<file path="src/core/co1_consts.svh">
`ifndef CO1_CONSTS_SVH
`define CO1_CONSTS_SVH

`define CO1_ADDR_LOW        8'h30
`define CO1_ADDR_HIGH       8'h31

`define CO1_LOW_RESET       8'h00
`define CO1_HIGH_RESET      8'h3f

`define CO1_H_BATT_MON      7
`define CO1_H_LP_HOT        6
`define CO1_H_SYSTEM_POWER_MONITOR_HI       5
`define CO1_H_SYSTEM_POWER_MONITOR_LO       4
`define CO1_H_IN_SENSE      3
`define CO1_H_CHG_SENSE     2
`define CO1_H_SYSTEM_POWER_MONITOR_GAIN     1
`define CO1_H_FAST_LOOP     0

`define CO1_L_COMPARATOR_REFERENCE_SEL       7
`define CO1_L_COMPARATOR_POLARITY       6
`define CO1_L_DEG_HI        5
`define CO1_L_DEG_LO        4
`define CO1_L_LATCH_OFF     3
`define CO1_L_PASS_THRU     2

`define CO1_SYSTEM_POWER_MONITOR_BUS_BAT    2'h0
`define CO1_SYSTEM_POWER_MONITOR_BUS        2'h1
`define CO1_SYSTEM_POWER_MONITOR_RSVD       2'h2
`define CO1_SYSTEM_POWER_MONITOR_OFF        2'h3

`define CO1_CLK_NS          25
`define CO1_CYC_PER_US      (1000 / `CO1_CLK_NS)
`define CO1_DEG0_US         5
`define CO1_DEG1_US         2000
`define CO1_DEG2_US         20000
`define CO1_DEG3_US         5000000
`define CO1_DEG0_CYC        (`CO1_DEG0_US * `CO1_CYC_PER_US)

`define CO1_ILIM_FAST_MAX   8'h40
`define CO1_ILIM_FULL_MAX   8'h64
`define CO1_ILIM_RESET      8'h00

`endif

</file>
<file path="src/core/co1_pkg.sv">
package co1_pkg;

	typedef enum logic [1:0]
	{
		CO1_CMP_RUN      = 2'b00,
		CO1_CMP_LATCHED  = 2'b01,
		CO1_CMP_RELEASED = 2'b10
	} co1_latch_t;

	typedef logic [27:0] co1_count_t;

endpackage

</file>
<file path="src/core/co1_top.sv">
`timescale 1ns/100ps
`include "co1_consts.svh"

module co1_top #(
	parameter int DEG1_CYC = `CO1_DEG1_US * `CO1_CYC_PER_US,
	parameter int DEG2_CYC = `CO1_DEG2_US * `CO1_CYC_PER_US,
	parameter int DEG3_CYC = `CO1_DEG3_US * `CO1_CYC_PER_US
) (
	input  wire logic       mclk,
	input  wire logic       resetn,
	input  wire logic       reg_wr,
	input  wire logic       reg_rd,
	input  wire logic [7:0] reg_addr,
	input  wire logic [7:0] reg_wdata,
	input  wire logic       low_power_mode,
	input  wire logic       comparator_input_above,
	input  wire logic       charger_good_in,
	input  wire logic       pass_through_exit,
	input  wire logic       ilim_wr,
	input  wire logic [7:0] ilim_wdata,
	output logic [7:0]      reg_rdata_r,
	output logic            batt_current_monitor_buf_r,
	output logic            lowpower_hot_detect_r,
	output logic            sys_power_sense_r,
	output logic            sys_power_include_batt_r,
	output logic            input_sense_5mohm_r,
	output logic            charge_sense_5mohm_r,
	output logic            sys_power_gain_high_r,
	output logic            fast_loop_active_r,
	output logic [7:0]      host_input_current_limit_r,
	output logic            comparator_reference_low_r,
	output logic            comparator_output_r,
	output logic            converter_off_r,
	output logic            charger_good_indication_r,
	output logic            charge_current_zero_r,
	output logic            pass_through_active_r
);

	function automatic logic addr_hit(input logic [7:0] a, input logic [7:0] t);
		addr_hit = (a == t);
	endfunction

	function automatic co1_pkg::co1_count_t deg_limit(input logic [1:0] sel);
		unique case (sel)
			2'h0: deg_limit = co1_pkg::co1_count_t'(`CO1_DEG0_CYC);
			2'h1: deg_limit = co1_pkg::co1_count_t'(DEG1_CYC);
			2'h2: deg_limit = co1_pkg::co1_count_t'(DEG2_CYC);
			2'h3: deg_limit = co1_pkg::co1_count_t'(DEG3_CYC);
		endcase
	endfunction

	logic [7:0]             high_r;
	logic [7:0]             low_r;
	logic                   wr_low;
	logic                   wr_high;
	logic                   raw_low;
	logic                   fast_eff;
	logic [7:0]             ilim_max;
	co1_pkg::co1_count_t    deg_cnt_r;
	co1_pkg::co1_latch_t    latch_r;
	co1_pkg::co1_latch_t    latch_nxt;

	assign wr_low  = reg_wr && addr_hit(reg_addr, `CO1_ADDR_LOW);
	assign wr_high = reg_wr && addr_hit(reg_addr, `CO1_ADDR_HIGH);
	// Polarity 0 pulls the output low above threshold, 1 below.
	assign raw_low = low_r[`CO1_L_COMPARATOR_POLARITY] ? !comparator_input_above
		: comparator_input_above;
	assign fast_eff = high_r[`CO1_H_FAST_LOOP] && high_r[`CO1_H_IN_SENSE];
	assign ilim_max = fast_eff ? `CO1_ILIM_FAST_MAX : `CO1_ILIM_FULL_MAX;

	// High byte holds its last written value.
	always_ff @(posedge mclk or negedge resetn)
	begin
		if (!resetn)
			high_r <= `CO1_HIGH_RESET;
		else if (wr_high)
			high_r <= reg_wdata;
	end

	// Low byte; the pass-through bit self-clears, a host write wins.
	always_ff @(posedge mclk or negedge resetn)
	begin
		if (!resetn)
			low_r <= `CO1_LOW_RESET;
		else if (wr_low)
			low_r <= reg_wdata;
		else if (pass_through_exit)
			low_r[`CO1_L_PASS_THRU] <= 1'b0;
	end

	// Read data for the two offsets; any other address reads zero.
	always_ff @(posedge mclk or negedge resetn)
	begin
		if (!resetn)
			reg_rdata_r <= 8'h00;
		else if (reg_rd)
		begin
			if (addr_hit(reg_addr, `CO1_ADDR_LOW))
				reg_rdata_r <= low_r;
			else if (addr_hit(reg_addr, `CO1_ADDR_HIGH))
				reg_rdata_r <= high_r;
			else
				reg_rdata_r <= 8'h00;
		end
	end

	// Monitor and sense selections.
	always_ff @(posedge mclk or negedge resetn)
	begin
		if (!resetn)
		begin
			batt_current_monitor_buf_r <= 1'b0;
			lowpower_hot_detect_r      <= 1'b0;
			sys_power_sense_r          <= 1'b0;
			sys_power_include_batt_r   <= 1'b0;
			input_sense_5mohm_r        <= 1'b1;
			charge_sense_5mohm_r       <= 1'b1;
			sys_power_gain_high_r      <= 1'b1;
			fast_loop_active_r         <= 1'b1;
			comparator_reference_low_r <= 1'b0;
		end
		else
		begin
			batt_current_monitor_buf_r <= high_r[`CO1_H_BATT_MON]
				&& !low_power_mode;
			lowpower_hot_detect_r <= high_r[`CO1_H_LP_HOT]
				&& low_power_mode;
			sys_power_sense_r <= !low_power_mode
				&& (high_r[`CO1_H_SYSTEM_POWER_MONITOR_HI:`CO1_H_SYSTEM_POWER_MONITOR_LO] == `CO1_SYSTEM_POWER_MONITOR_BUS_BAT
				|| high_r[`CO1_H_SYSTEM_POWER_MONITOR_HI:`CO1_H_SYSTEM_POWER_MONITOR_LO] == `CO1_SYSTEM_POWER_MONITOR_BUS);
			sys_power_include_batt_r <= !low_power_mode
				&& high_r[`CO1_H_SYSTEM_POWER_MONITOR_HI:`CO1_H_SYSTEM_POWER_MONITOR_LO] == `CO1_SYSTEM_POWER_MONITOR_BUS_BAT;
			input_sense_5mohm_r   <= high_r[`CO1_H_IN_SENSE];
			charge_sense_5mohm_r  <= high_r[`CO1_H_CHG_SENSE];
			sys_power_gain_high_r <= high_r[`CO1_H_SYSTEM_POWER_MONITOR_GAIN];
			fast_loop_active_r    <= fast_eff;
			comparator_reference_low_r <= low_r[`CO1_L_COMPARATOR_REFERENCE_SEL];
		end
	end

	// Writes above the ceiling are ignored; a stored limit above the ceiling is clamped to it.
	always_ff @(posedge mclk or negedge resetn)
	begin
		if (!resetn)
			host_input_current_limit_r <= `CO1_ILIM_RESET;
		else if (ilim_wr && ilim_wdata <= ilim_max)
			host_input_current_limit_r <= ilim_wdata;
		else if (host_input_current_limit_r > ilim_max)
			host_input_current_limit_r <= ilim_max;
	end

	// Rising edge passes at once; falling edge waits out the deglitch.
	always_ff @(posedge mclk or negedge resetn)
	begin
		if (!resetn)
		begin
			deg_cnt_r           <= '0;
			comparator_output_r <= 1'b1;
		end
		else if (!raw_low)
		begin
			deg_cnt_r           <= '0;
			comparator_output_r <= 1'b1;
		end
		else if (comparator_output_r)
		begin
			if (deg_cnt_r >= deg_limit(low_r[`CO1_L_DEG_HI:`CO1_L_DEG_LO])
				- co1_pkg::co1_count_t'(1))
			begin
				comparator_output_r <= 1'b0;
				deg_cnt_r           <= '0;
			end
			else
				deg_cnt_r <= deg_cnt_r + co1_pkg::co1_count_t'(1);
		end
	end

	always_comb
	begin
		latch_nxt = latch_r;
		unique case (latch_r)
			co1_pkg::CO1_CMP_RUN:
				if (low_r[`CO1_L_LATCH_OFF] && !comparator_output_r)
					latch_nxt = co1_pkg::CO1_CMP_LATCHED;
			co1_pkg::CO1_CMP_LATCHED:
				if (comparator_output_r && low_r[`CO1_L_LATCH_OFF])
					latch_nxt = co1_pkg::CO1_CMP_RELEASED;
			co1_pkg::CO1_CMP_RELEASED:
				if (!comparator_output_r)
					latch_nxt = co1_pkg::CO1_CMP_LATCHED;
				else if (!low_r[`CO1_L_LATCH_OFF])
					latch_nxt = co1_pkg::CO1_CMP_RUN;
			default:
				latch_nxt = co1_pkg::CO1_CMP_RUN;
		endcase
	end

	always_ff @(posedge mclk or negedge resetn)
	begin
		if (!resetn)
			latch_r <= co1_pkg::CO1_CMP_RUN;
		else
			latch_r <= latch_nxt;
	end

	// The stored limit register is never touched by the latch.
	always_ff @(posedge mclk or negedge resetn)
	begin
		if (!resetn)
		begin
			converter_off_r           <= 1'b0;
			charger_good_indication_r <= 1'b0;
			charge_current_zero_r     <= 1'b0;
			pass_through_active_r     <= 1'b0;
		end
		else
		begin
			converter_off_r <= latch_nxt != co1_pkg::CO1_CMP_RUN;
			charger_good_indication_r <= charger_good_in
				&& latch_nxt == co1_pkg::CO1_CMP_RUN;
			charge_current_zero_r <= latch_nxt != co1_pkg::CO1_CMP_RUN;
			pass_through_active_r <= low_r[`CO1_L_PASS_THRU];
		end
	end
endmodule

</file>
<file path="config.mk">
export PLATFORM = sky130hd
export DESIGN_NAME = co1_top
export DESIGN_NICKNAME = d
export VERILOG_FILES = /design/src/core/co1_pkg.sv /design/src/core/co1_top.sv
export VERILOG_INCLUDE_DIRS = /design/src /design/src/core
export SDC_FILE = /design/constraint.sdc
export NUM_CORES = 1
export LEC_CHECK = 0
export CAP_MARGIN = 10
export CORE_ASPECT_RATIO = 0.75
export CORE_MARGIN = 5
export CORE_UTILIZATION = 58
export DETAILED_ROUTE_END_ITERATION = 7
export DONT_BUFFER_PORTS = 1
export GPL_TIMING_DRIVEN = 0
export PLACE_DENSITY = 0.76
export SKIP_CTS_REPAIR_TIMING = 1
export SYNTH_ARGS = -nofsm -noshare
export SYNTH_HDL_FRONTEND = slang
export SYNTH_SLANG_ARGS = --single-unit
export TNS_END_PERCENT = 1
</file>
<file path="constraint.sdc">
create_clock -name mclk -period 2.4 [get_ports mclk]
set_input_delay 0.36 -clock mclk [delete_from_list [all_inputs] [get_ports mclk]]
set_output_delay 0.36 -clock mclk [all_outputs]
set_load 0.05 [all_outputs]
</file>
==> run metrics, run 1 <==
Leak Pwr around 2.3 nW; Ports 63; gr usage total 22.44%; largest family of logic cells by synthesized area simple AND/OR/NAND/NOR gates; Power per Cell Area 569.6 mW/mm^2; CP endpoint kind flip-flop; r2r setup slk -440 ps; total of max-cap violations 0; CTS max path bufs 2; Root Buffer clkbuf_8; Critical Path Max Stage Delay between 400 and 500 ps; Avg Cell Area, Syn 10.14 sq um; slowest stage cell, crit path dfrtp_2; FF+latch count, synth 75; fin. max-slew vios 0; Residual DRC 0; DR WL/cell 18.80 microns; number of enable flip-flop cells after synthesis 0; NumNets Final slightly above 500; clk_skew approximately 10 ps; Clk pin slew, worst setup/hold paths 90 ps; Tcrit/Tclk final 118.5%; Initial Util about three fifths; reg2reg end deg_cnt_r[12]; Critical Path Sink deg_cnt_r[12]; height of the die 83.67 microns; failing checks setup timing; n_diodes 0; chip width about 110 microns; H-tree levels 3; Setup Viol. Count Final 29; Worst Reg-to-Reg Cells 11; Setup crit start low_r[5]; drt first pass iters 5; cell area after synthesis between 0.004 and 0.005 sq mm; Tightest Pin Transition 754.7 ps; total power roughly 0.0027 W; adder-cell share of the synthesized area 10.73%; Worst setup SP type flip-flop; input/output buffers 0; CTS tree built; RD Place Congestion slightly below 0.9; Cells after Synth between 400 and 500; final setup margin -444.0 ps; Synth Area in Compound Gates between 10 and 15%; worst setup path class flip-flop to flip-flop; Slew HR 49.69%; yosys warns 0; Synth cell types 52; Final Critical Period 2844 ps; Post-synth top flop dfrtp_1; post-synthesis async set-or-reset flop share 100.0%; CTS Sinks between 70 and 80; vias 3364; CTS Buf Count 9; Clk Latency, worst-skew pair between 300 and 400 ps; 1st-iter DRT viols between 150 and 200; outcome finished, violations left; vias per cell between 6 and 7; Core Area about 0.0069 sq mm; sequential fraction of the synthesis area 45.05%; unrepaired setup endpoints after global routing yes; Fin. Hold Viols 0; commonest non-fill, non-tap cells in the layout dfrtp_1 (62), nand2_1 (42), ha_1 (33); Synth Area in XOR/XNOR approximately 1.9%; first-pass GRT wire length approximately 16 mm; Max rail drop VDD around 0.43 mV; post-synthesis mux area share slightly above 7%; placed cell area ~0.0044 sq mm; post-layout instance area ~0.0048 sq mm; reg-to-reg critical path startpoint low_r[5]; Post-DP HPWL approximately 7.2 mm; drt total wl 10.19 mm; Simple-Gate Fraction of Synth Area 17.62%; Hold Path Class input port to flip-flop; layout cells sized above 1 17.12%; max frequency ~0.35 GHz; Worst Path Required 2640 ps; die area 0.009054 sq mm; setup TNS -10200 ps; Crit path arrival time ~3100 ps; Antenna Nets Post-Route 0; largest net degree at the start of global routing 76; area grow syn2layout 14.34%; grt ovf 0; vias in the first global route 3182; Max FO, Critical Path 6; CP cell instances inv_4, ha_4, o21bai_1, ha_1, nand4_1, nor4_4, o311ai_4, nand3_4, nor2_4, buf_4, a221o_1; row count 26; commonest non-fill, non-tap cell in the layout dfrtp_1; initial antenna violation count 0
==> how the worst min path moves through the flow <==
stage          slack, ps  cells past startpoint                       endpoint      startpoint
6_report              50                      1     batt_current_monitor_buf_r  low_power_mode
3_3_place_gp          70                      0                  deg_cnt_r[25]          resetn
5_1_grt               40                      1     batt_current_monitor_buf_r  low_power_mode
4_1_cts             -320                      0  host_input_current_limit_r[6]          resetn
2_1_floorplan         60                      0     batt_current_monitor_buf_r          resetn
3_5_place_dp          70                      0                  deg_cnt_r[25]          resetn
==> critical path: cells and delay by family (launching register included) <==
| kind | cells | cell delay [ps] |
|---|---|---|
| AOI/OAI and AO/OA | 3 | 660 |
| adders and majority gates | 2 | 460 |
| buffers and inverters | 2 | 240 |
| DFF | 1 | 460 |
| and+or+nand+nor | 4 | 900 |
==> registers in the layout (all words and copies together), names as in the netlist, 2 cells and up <==
| register | cells |
|---|---|
| latch_r | 2 |
| low_r | 8 |
| host_input_current_limit_r | 8 |
| high_r | 8 |
| reg_rdata_r | 8 |
| deg_cnt_r | 28 |
==> metrics by stage <==
step | hold slack (ps) | utilization [%] | cells | setup slack [ps]
2_1_floorplan | 64.41 | - | 415 | -6.347
3_3_place_gp | 67.62 | 62.91 | 513 | -379.3
3_5_place_dp | 67.58 | 62.91 | 513 | -423.2
4_1_cts | -324.7 | 65.93 | 529 | -442.3
5_1_grt | 40.70 | 69.25 | 542 | -642.4
6_report | 54.36 | 69.25 | 542 | -444.0
==> metal layers <==
metal	global-route usage [%]	share of wire, %	vias to the layer above	wire, microns
met5	0	0	-	0
met4	6.307	1.9	0	197
met3	6.961	7.1	26	726
met2	34.65	47	117	4814
met1	30.50	44	1649	4454
li1	-	-	1572	-
==> logic make-up after synthesis <==
| family | after synthesis |
|---|---|
| AO/OA/AOI/OAI | 81 |
| multiplexers | 28 |
| XOR/XNOR | 9 |
| AND/OR/NAND/NOR | 146 |
| other | 2 |
| flip-flops | 75 |
| buffers and inverters | 37 |
| adder cells (fa/ha/maj) | 36 |
==> where the power goes <==
part,total (W),internal [W],leakage [nW],switching (W)
sequential,0.00140,0.00130,0.971,0.0000989
clock,0.00102,0.000517,0.0995,0.000507
combinational,0.000306,0.000130,1.19,0.000176
total,0.00273,0.00195,2.26,0.000782
==> final cells by class <==
class                           count  area, sq um
Inverter                           24        92.59
Multi-Input combinational cell    303         2258
Sequential cell                    75         1893
Timing Repair Buffer               13        132.6
Clock buffer                       10        137.6
Fill cell                         504         2131
Tap cell                           98        122.6
Clock inverter                      6        71.32
Buffer                             13        90.09
==> cells in the mapped netlist (2+ instances only) <==
| cell type | instances | share of area (%) |
|---|---|---|
| mux2_2 | 4 | 1.1 |
| xor2_1 | 7 | 1.5 |
| ha_1 | 36 | 11 |
| mux2i_1 | 15 | 3.6 |
| nor3_1 | 13 | 1.6 |
| a22o_1 | 14 | 2.9 |
| xnor2_1 | 2 | 0.42 |
| a21oi_1 | 12 | 1.4 |
| a221o_1 | 9 | 2.1 |
| nor2_2 | 2 | 0.30 |
| nand2_1 | 42 | 3.8 |
| nand3_1 | 11 | 1.3 |
| and2_1 | 2 | 0.30 |
| o21bai_1 | 2 | 0.36 |
| nor2b_1 | 5 | 0.75 |
| buf_2 | 5 | 0.60 |
| o22ai_1 | 8 | 1.2 |
| and4_1 | 3 | 0.63 |
| nand4_1 | 17 | 2.5 |
| conb_1 | 2 | 0.18 |
| a31oi_1 | 9 | 1.3 |
| mux2_1 | 9 | 2.4 |
| or4_1 | 3 | 0.54 |
| inv_1 | 24 | 2.1 |
| o31ai_1 | 4 | 0.72 |
| nor2_1 | 29 | 2.6 |
| clkbuf_1 | 5 | 0.45 |
| a21o_1 | 2 | 0.36 |
| dfstp_2 | 11 | 6.9 |
| o21ai_0 | 7 | 0.83 |
| o21ai_1 | 7 | 0.83 |
| o31a_1 | 2 | 0.42 |
| nand2b_1 | 3 | 0.45 |
| dfrtp_1 | 64 | 38 |
| and3_1 | 7 | 1.0 |
Power figures use the tool's default switching activity.
==> run 2: changes to the inputs <==
Settings changed: PLACE_DENSITY 0.76 to 0.78.
==> run metrics, run 2 (synthesis gave the netlist of run 1 again) <==
vias 3388 (+0.71%); DR WL/cell 19.22 microns (+2.2%); Leak Pwr 2.257 nW (-0.20%); vias per cell 6.286 (+1.3%); reg2reg end deg_cnt_r[17]; vias in the first global route 3198 (+0.50%); Initial Util 60.56% (unchanged); height of the die 83.67 microns (unchanged); commonest non-fill, non-tap cell in the layout dfrtp_1; CP endpoint kind flip-flop; Clk pin slew, worst setup/hold paths 80 ps (about the same); drt total wl 10.36 mm (+1.7%); Worst Reg-to-Reg Cells 12 (+1); met3 routed WL 1.041 mm (+43%); CTS Sinks 75 (unchanged); n_diodes 0 (unchanged); Hold Path Class input port to flip-flop; Clock power frac 35.9% (-1.6 points); Sw Ratio 28.51% (-0.099 points); reg-to-reg critical path startpoint low_r[5]; initial antenna violation count 0 (unchanged); CTS max path bufs 2 (unchanged); Max rail drop VDD 0.3371 mV (-22%); area grow syn2layout 14.52%; max frequency 0.3621 GHz (+3.0%); Worst setup SP type flip-flop; Tightest Pin Transition 753.3 ps (-1.331 ps); Hold Startpoint low_power_mode; Clk Latency, worst-skew pair 350 ps (about the same); row count 26 (unchanged); input/output buffers 0 (unchanged); die area 0.009054 sq mm (unchanged); CTS Buf Count 9 (unchanged); Psw 0.0007665 W (-2.0%); Hold Slack 66.84 ps (+12.48 ps); total of max-cap violations 0 (unchanged); Hold Path Depth 1 (unchanged); Residual DRC 0 (unchanged); drt first pass iters 5 (unchanged); Root Buffer clkbuf_8; max reg flops 28 (unchanged); H-tree levels 3 (unchanged); worst setup path class flip-flop to flip-flop; largest net degree at the start of global routing 76 (unchanged); setup TNS -8305 ps (+1892 ps); Crit path arrival time 3000 ps (-80 ps); Slew HR 49.78% (+0.089 points); Antenna Nets Post-Route 0 (unchanged); met2 routed WL 4.905 mm (+1.9%); Most flops, register deg_cnt_r; outcome finished, violations left; Worst Path Required 2640 ps (about the same); unrepaired setup endpoints after global routing yes; failing checks setup timing; combinational power share 12.0% (+0.8 points); layout cells sized above 1 16.78% (-0.34 points); sequential share of power 52.1% (+0.8 points); Power per Cell Area 559.6 mW/mm^2 (-1.8%); Highest Signal Layer met4; commonest non-fill, non-tap cells in the layout dfrtp_1 (62), nand2_1 (42), ha_1 (32); internal power 0.001923 W (-1.5%); Post-DP HPWL 7.186 mm (about the same); CTS tree built; grt ovf 0 (unchanged); Tcrit/Tclk final 115.1% (-3.4 points); NumNets Final 505 (-0.59%); chip width 108.2 microns (unchanged); fin. max-slew vios 0 (unchanged); gr usage total 22.08% (-0.36 points); clk_skew 9.205 ps (-1.251 ps); Ports 63 (unchanged); Max FO, Critical Path 10 (+4); Fillers 522 (+3.6%); met1 wire length 4.225 mm (-5.1%); Setup Viol. Count Final 29 (unchanged); Final Critical Period 2761 ps (-82.49 ps); Worst Hold Endpoint batt_current_monitor_buf_r; RD Place Congestion 0.9011 (+1.3%); Fin. Hold Viols 0 (unchanged); 1st-iter DRT viols 213 (+9.2%); first-pass GRT wire length 15.81 mm (-0.61%); final setup margin -361.5 ps (+82.49 ps); r2r setup slk -360 ps (+80 ps); Core Area 0.006929 sq mm (unchanged)
==> run 2: power groups by stage <==
stage               Sequential [W]  Combinational (W)  Clock, W
floorplan                  0.00141           0.000180         0
global placement           0.00142           0.000217         0
detailed placement         0.00143           0.000232         0
CTS                        0.00140           0.000234  0.000982
global route               0.00141           0.000353   0.00104
finish                     0.00140           0.000322  0.000965
==> run 2: critical path, cell delays in order (launching register included) <==
cell,delay [ps]
dfrtp_2,430
ha_2,250
inv_4,100
ha_1,320
nand4_1,240
nor4_4,270
buf_4,190
o311ai_4,140
nand3_4,140
buf_12,130
clkbuf_16,140
nor3_1,50
a221o_1,260
==> run 2: metal layers <==
layer / GRT usage, % / up-vias
li1: - / 1551
met1: 30.90 / 1651
met2: 33.01 / 163
met3: 6.342 / 23
met4: 7.110 / 0
met5: 0 / -
==> run 2: layout make-up <==
class	count	area, sq um	area share, %
plain buffers	13	103.9	2.161
inverters	24	95.09	1.979
flip-flops and latches	75	1893	39.39
repair buffers	9	123.9	2.577
clock inverters	6	65.06	1.354
well taps	98	122.6	2.551
multi-input cells	304	2275	47.33
clock buffers	10	127.6	2.656
==> run 2: worst max path at each step <==
stage,to,start,slack (ps)
finish,deg_cnt_r[17],low_r[5],-360
global placement,deg_cnt_r[11],low_r[4],-380
floorplan,deg_cnt_r[12],low_r[4],-6
global route,deg_cnt_r[14],low_r[5],-460
CTS,deg_cnt_r[1],low_r[4],-450
detailed placement,deg_cnt_r[3],low_r[4],-440
==> run 2: stage by stage <==
stage,setup WS [ps],area (sq um),util (%),std cells,power [W]
6_report,-361.5,4806,69.36,539,0.002689
4_1_cts,-448.5,4552,65.69,529,0.002618
5_1_grt,-457.2,4806,69.36,539,0.002795
3_3_place_gp,-384.8,4359,62.91,513,0.001640
2_1_floorplan,-6.347,4237,-,415,0.001595
3_5_place_dp,-435.1,4359,62.91,513,0.001659
==> run 3: changes to the inputs <==
Settings changed: RECOVER_POWER set to 25.
==> run metrics, run 3 (synthesis gave the netlist of run 1 again) <==
commonest non-fill, non-tap cells in the layout dfrtp_1 (62), nand2_1 (42), ha_1 (32); setup TNS -8146 ps (+158.7 ps); Psw 0.0007682 W (+0.21%); Fin. Hold Viols 0 (unchanged); outcome finished, violations left; vias 3411 (+0.68%); initial antenna violation count 0 (unchanged); Hold Path Class input port to flip-flop; placed insts 513 (unchanged); grt ovf 0 (unchanged); largest net degree at the start of global routing 76 (unchanged); internal power 0.001917 W (-0.30%); total power 0.002685 W (-0.15%); input/output buffers 0 (unchanged); drt total wl 10.37 mm (about the same); height of the die 83.67 microns (unchanged); DR WL/cell 19.23 microns (about the same); Initial Util 60.56% (unchanged); Clk pin slew, worst setup/hold paths 80 ps (about the same); Tightest Pin Transition 1642 ps (+888.9 ps); Max FO, Critical Path 10 (unchanged); die area 0.009054 sq mm (unchanged); Post-DP HPWL 7.186 mm (unchanged); total of max-cap violations 1 (+1); commonest non-fill, non-tap cell in the layout dfrtp_1; Slew HR -9.484% (-59 points); post-route insts no fill 539 (unchanged); vias in the first global route 3198 (unchanged); final setup margin -357.4 ps (+4.127 ps); Worst Reg-to-Reg Cells 12 (unchanged); Max rail drop VDD 0.3360 mV (-0.30%); RD Place Congestion 0.9011 (unchanged); drt first pass iters 5 (unchanged); Residual DRC 0 (unchanged); gr usage total 22.08% (unchanged); Clk Latency, worst-skew pair 350 ps (about the same); Final Critical Period 2757 ps (-4.127 ps); combinational power share 11.8% (-0.2 points); max reg flops 28 (unchanged); Power per Cell Area 561.3 mW/mm^2 (+0.32%); Sw Ratio 28.61% (+0.10 points); pre-CTS setup slack -435.1 ps (unchanged); Clock power frac 36.0% (about the same); CP endpoint kind flip-flop; CTS max path bufs 2 (unchanged); H-tree levels 3 (unchanged); failing checks capacitance limit, slew limit, setup timing; area grow syn2layout 13.98%; max frequency 0.3627 GHz (+0.15%); Core Area 0.006929 sq mm (unchanged); 1st-iter DRT viols 209 (-1.9%); row count 26 (unchanged); Tcrit/Tclk final 114.9% (-0.17 points); CTS Sinks 75 (unchanged); Worst setup SP type flip-flop; NumNets Final 505 (unchanged); worst setup path class flip-flop to flip-flop; Worst Path Required 2640 ps (about the same); final core occ 69.03% (-0.33 points); sequential share of power 52.2% (about the same); vias per cell 6.328 (+0.68%); Antenna Nets Post-Route 0 (unchanged); Hold Path Depth 1 (unchanged); fin. max-slew vios 76 (+76); Ports 63 (unchanged); CTS tree built; Root Buffer clkbuf_8; clk_skew 8.963 ps (-0.2412 ps); Fillers 525 (+0.57%); first-pass GRT wire length 15.81 mm (unchanged); layout cells sized above 1 15.87% (-0.91 points); Leak Pwr 2.249 nW (-0.39%); n_diodes 0 (unchanged); Crit path arrival time 3000 ps (about the same); CTS Buf Count 9 (unchanged); chip width 108.2 microns (unchanged); Setup Viol. Count Final 29 (unchanged); Most flops, register deg_cnt_r; unrepaired setup endpoints after global routing yes
-- run 3: power groups by stage --
stage	Sequential (W)	Combinational [W]	Clock [W]
6_report	0.00140	0.000318	0.000967
2_1_floorplan	0.00141	0.000180	0
3_3_place_gp	0.00142	0.000217	0
3_5_place_dp	0.00143	0.000232	0
5_1_grt	0.00140	0.000347	0.00104
4_1_cts	0.00140	0.000234	0.000982
-- run 3: final timing paths --
path                                         endpoint  slack (ps)      startpoint
max in group asynchronous                    low_r[5]         310          resetn
min reg2reg                     sys_power_gain_high_r         380       high_r[1]
max                                     deg_cnt_r[17]        -360        low_r[5]
min in group asynchronous               deg_cnt_r[25]         970          resetn
min                        batt_current_monitor_buf_r          60  low_power_mode
max reg2reg                             deg_cnt_r[17]        -360        low_r[5]
-- run 3: worst max-delay path, cell delays in order (launching register included) --
cell and delay (ps):
dfrtp_2 430, ha_2 250, inv_4 100, ha_1 310
nand4_1 230, nor4_4 270, buf_4 190, o311ai_4 140
nand3_4 140, buf_12 130, clkbuf_16 140, nor3_1 50
a221o_1 260
-- run 3: routing by layer --
metal / wire, microns / part of all wire (%) / vias to the layer above / track usage, %
met5: 0 / 0 / - / 0
met4: 189 / 1.8 / 0 / 7.110
met3: 1028 / 9.9 / 23 / 6.342
met2: 4918 / 47 / 162 / 33.01
met1: 4231 / 41 / 1673 / 30.90
li1: - / - / 1553 / -
-- run 3: through the flow --
step	hold slack, ps	cell area [sq um]
CTS	-318.7	4552
floorplan	64.41	4237
detailed placement	67.92	4359
global route	54.72	4783
finish	64.92	4783
global placement	67.77	4359
-- run 3: final cells by class --
class / instances / area, sq um / share of cell area [%]
Sequential cell: 75 / 1893 / 39.58
Multi-Input combinational cell: 304 / 2275 / 47.55
Inverter: 24 / 95.09 / 1.988
Buffer: 13 / 103.9 / 2.171
Clock inverter: 6 / 65.06 / 1.360
Clock buffer: 10 / 127.6 / 2.668
Timing Repair Buffer: 9 / 101.3 / 2.119
Tap cell: 98 / 122.6 / 2.563
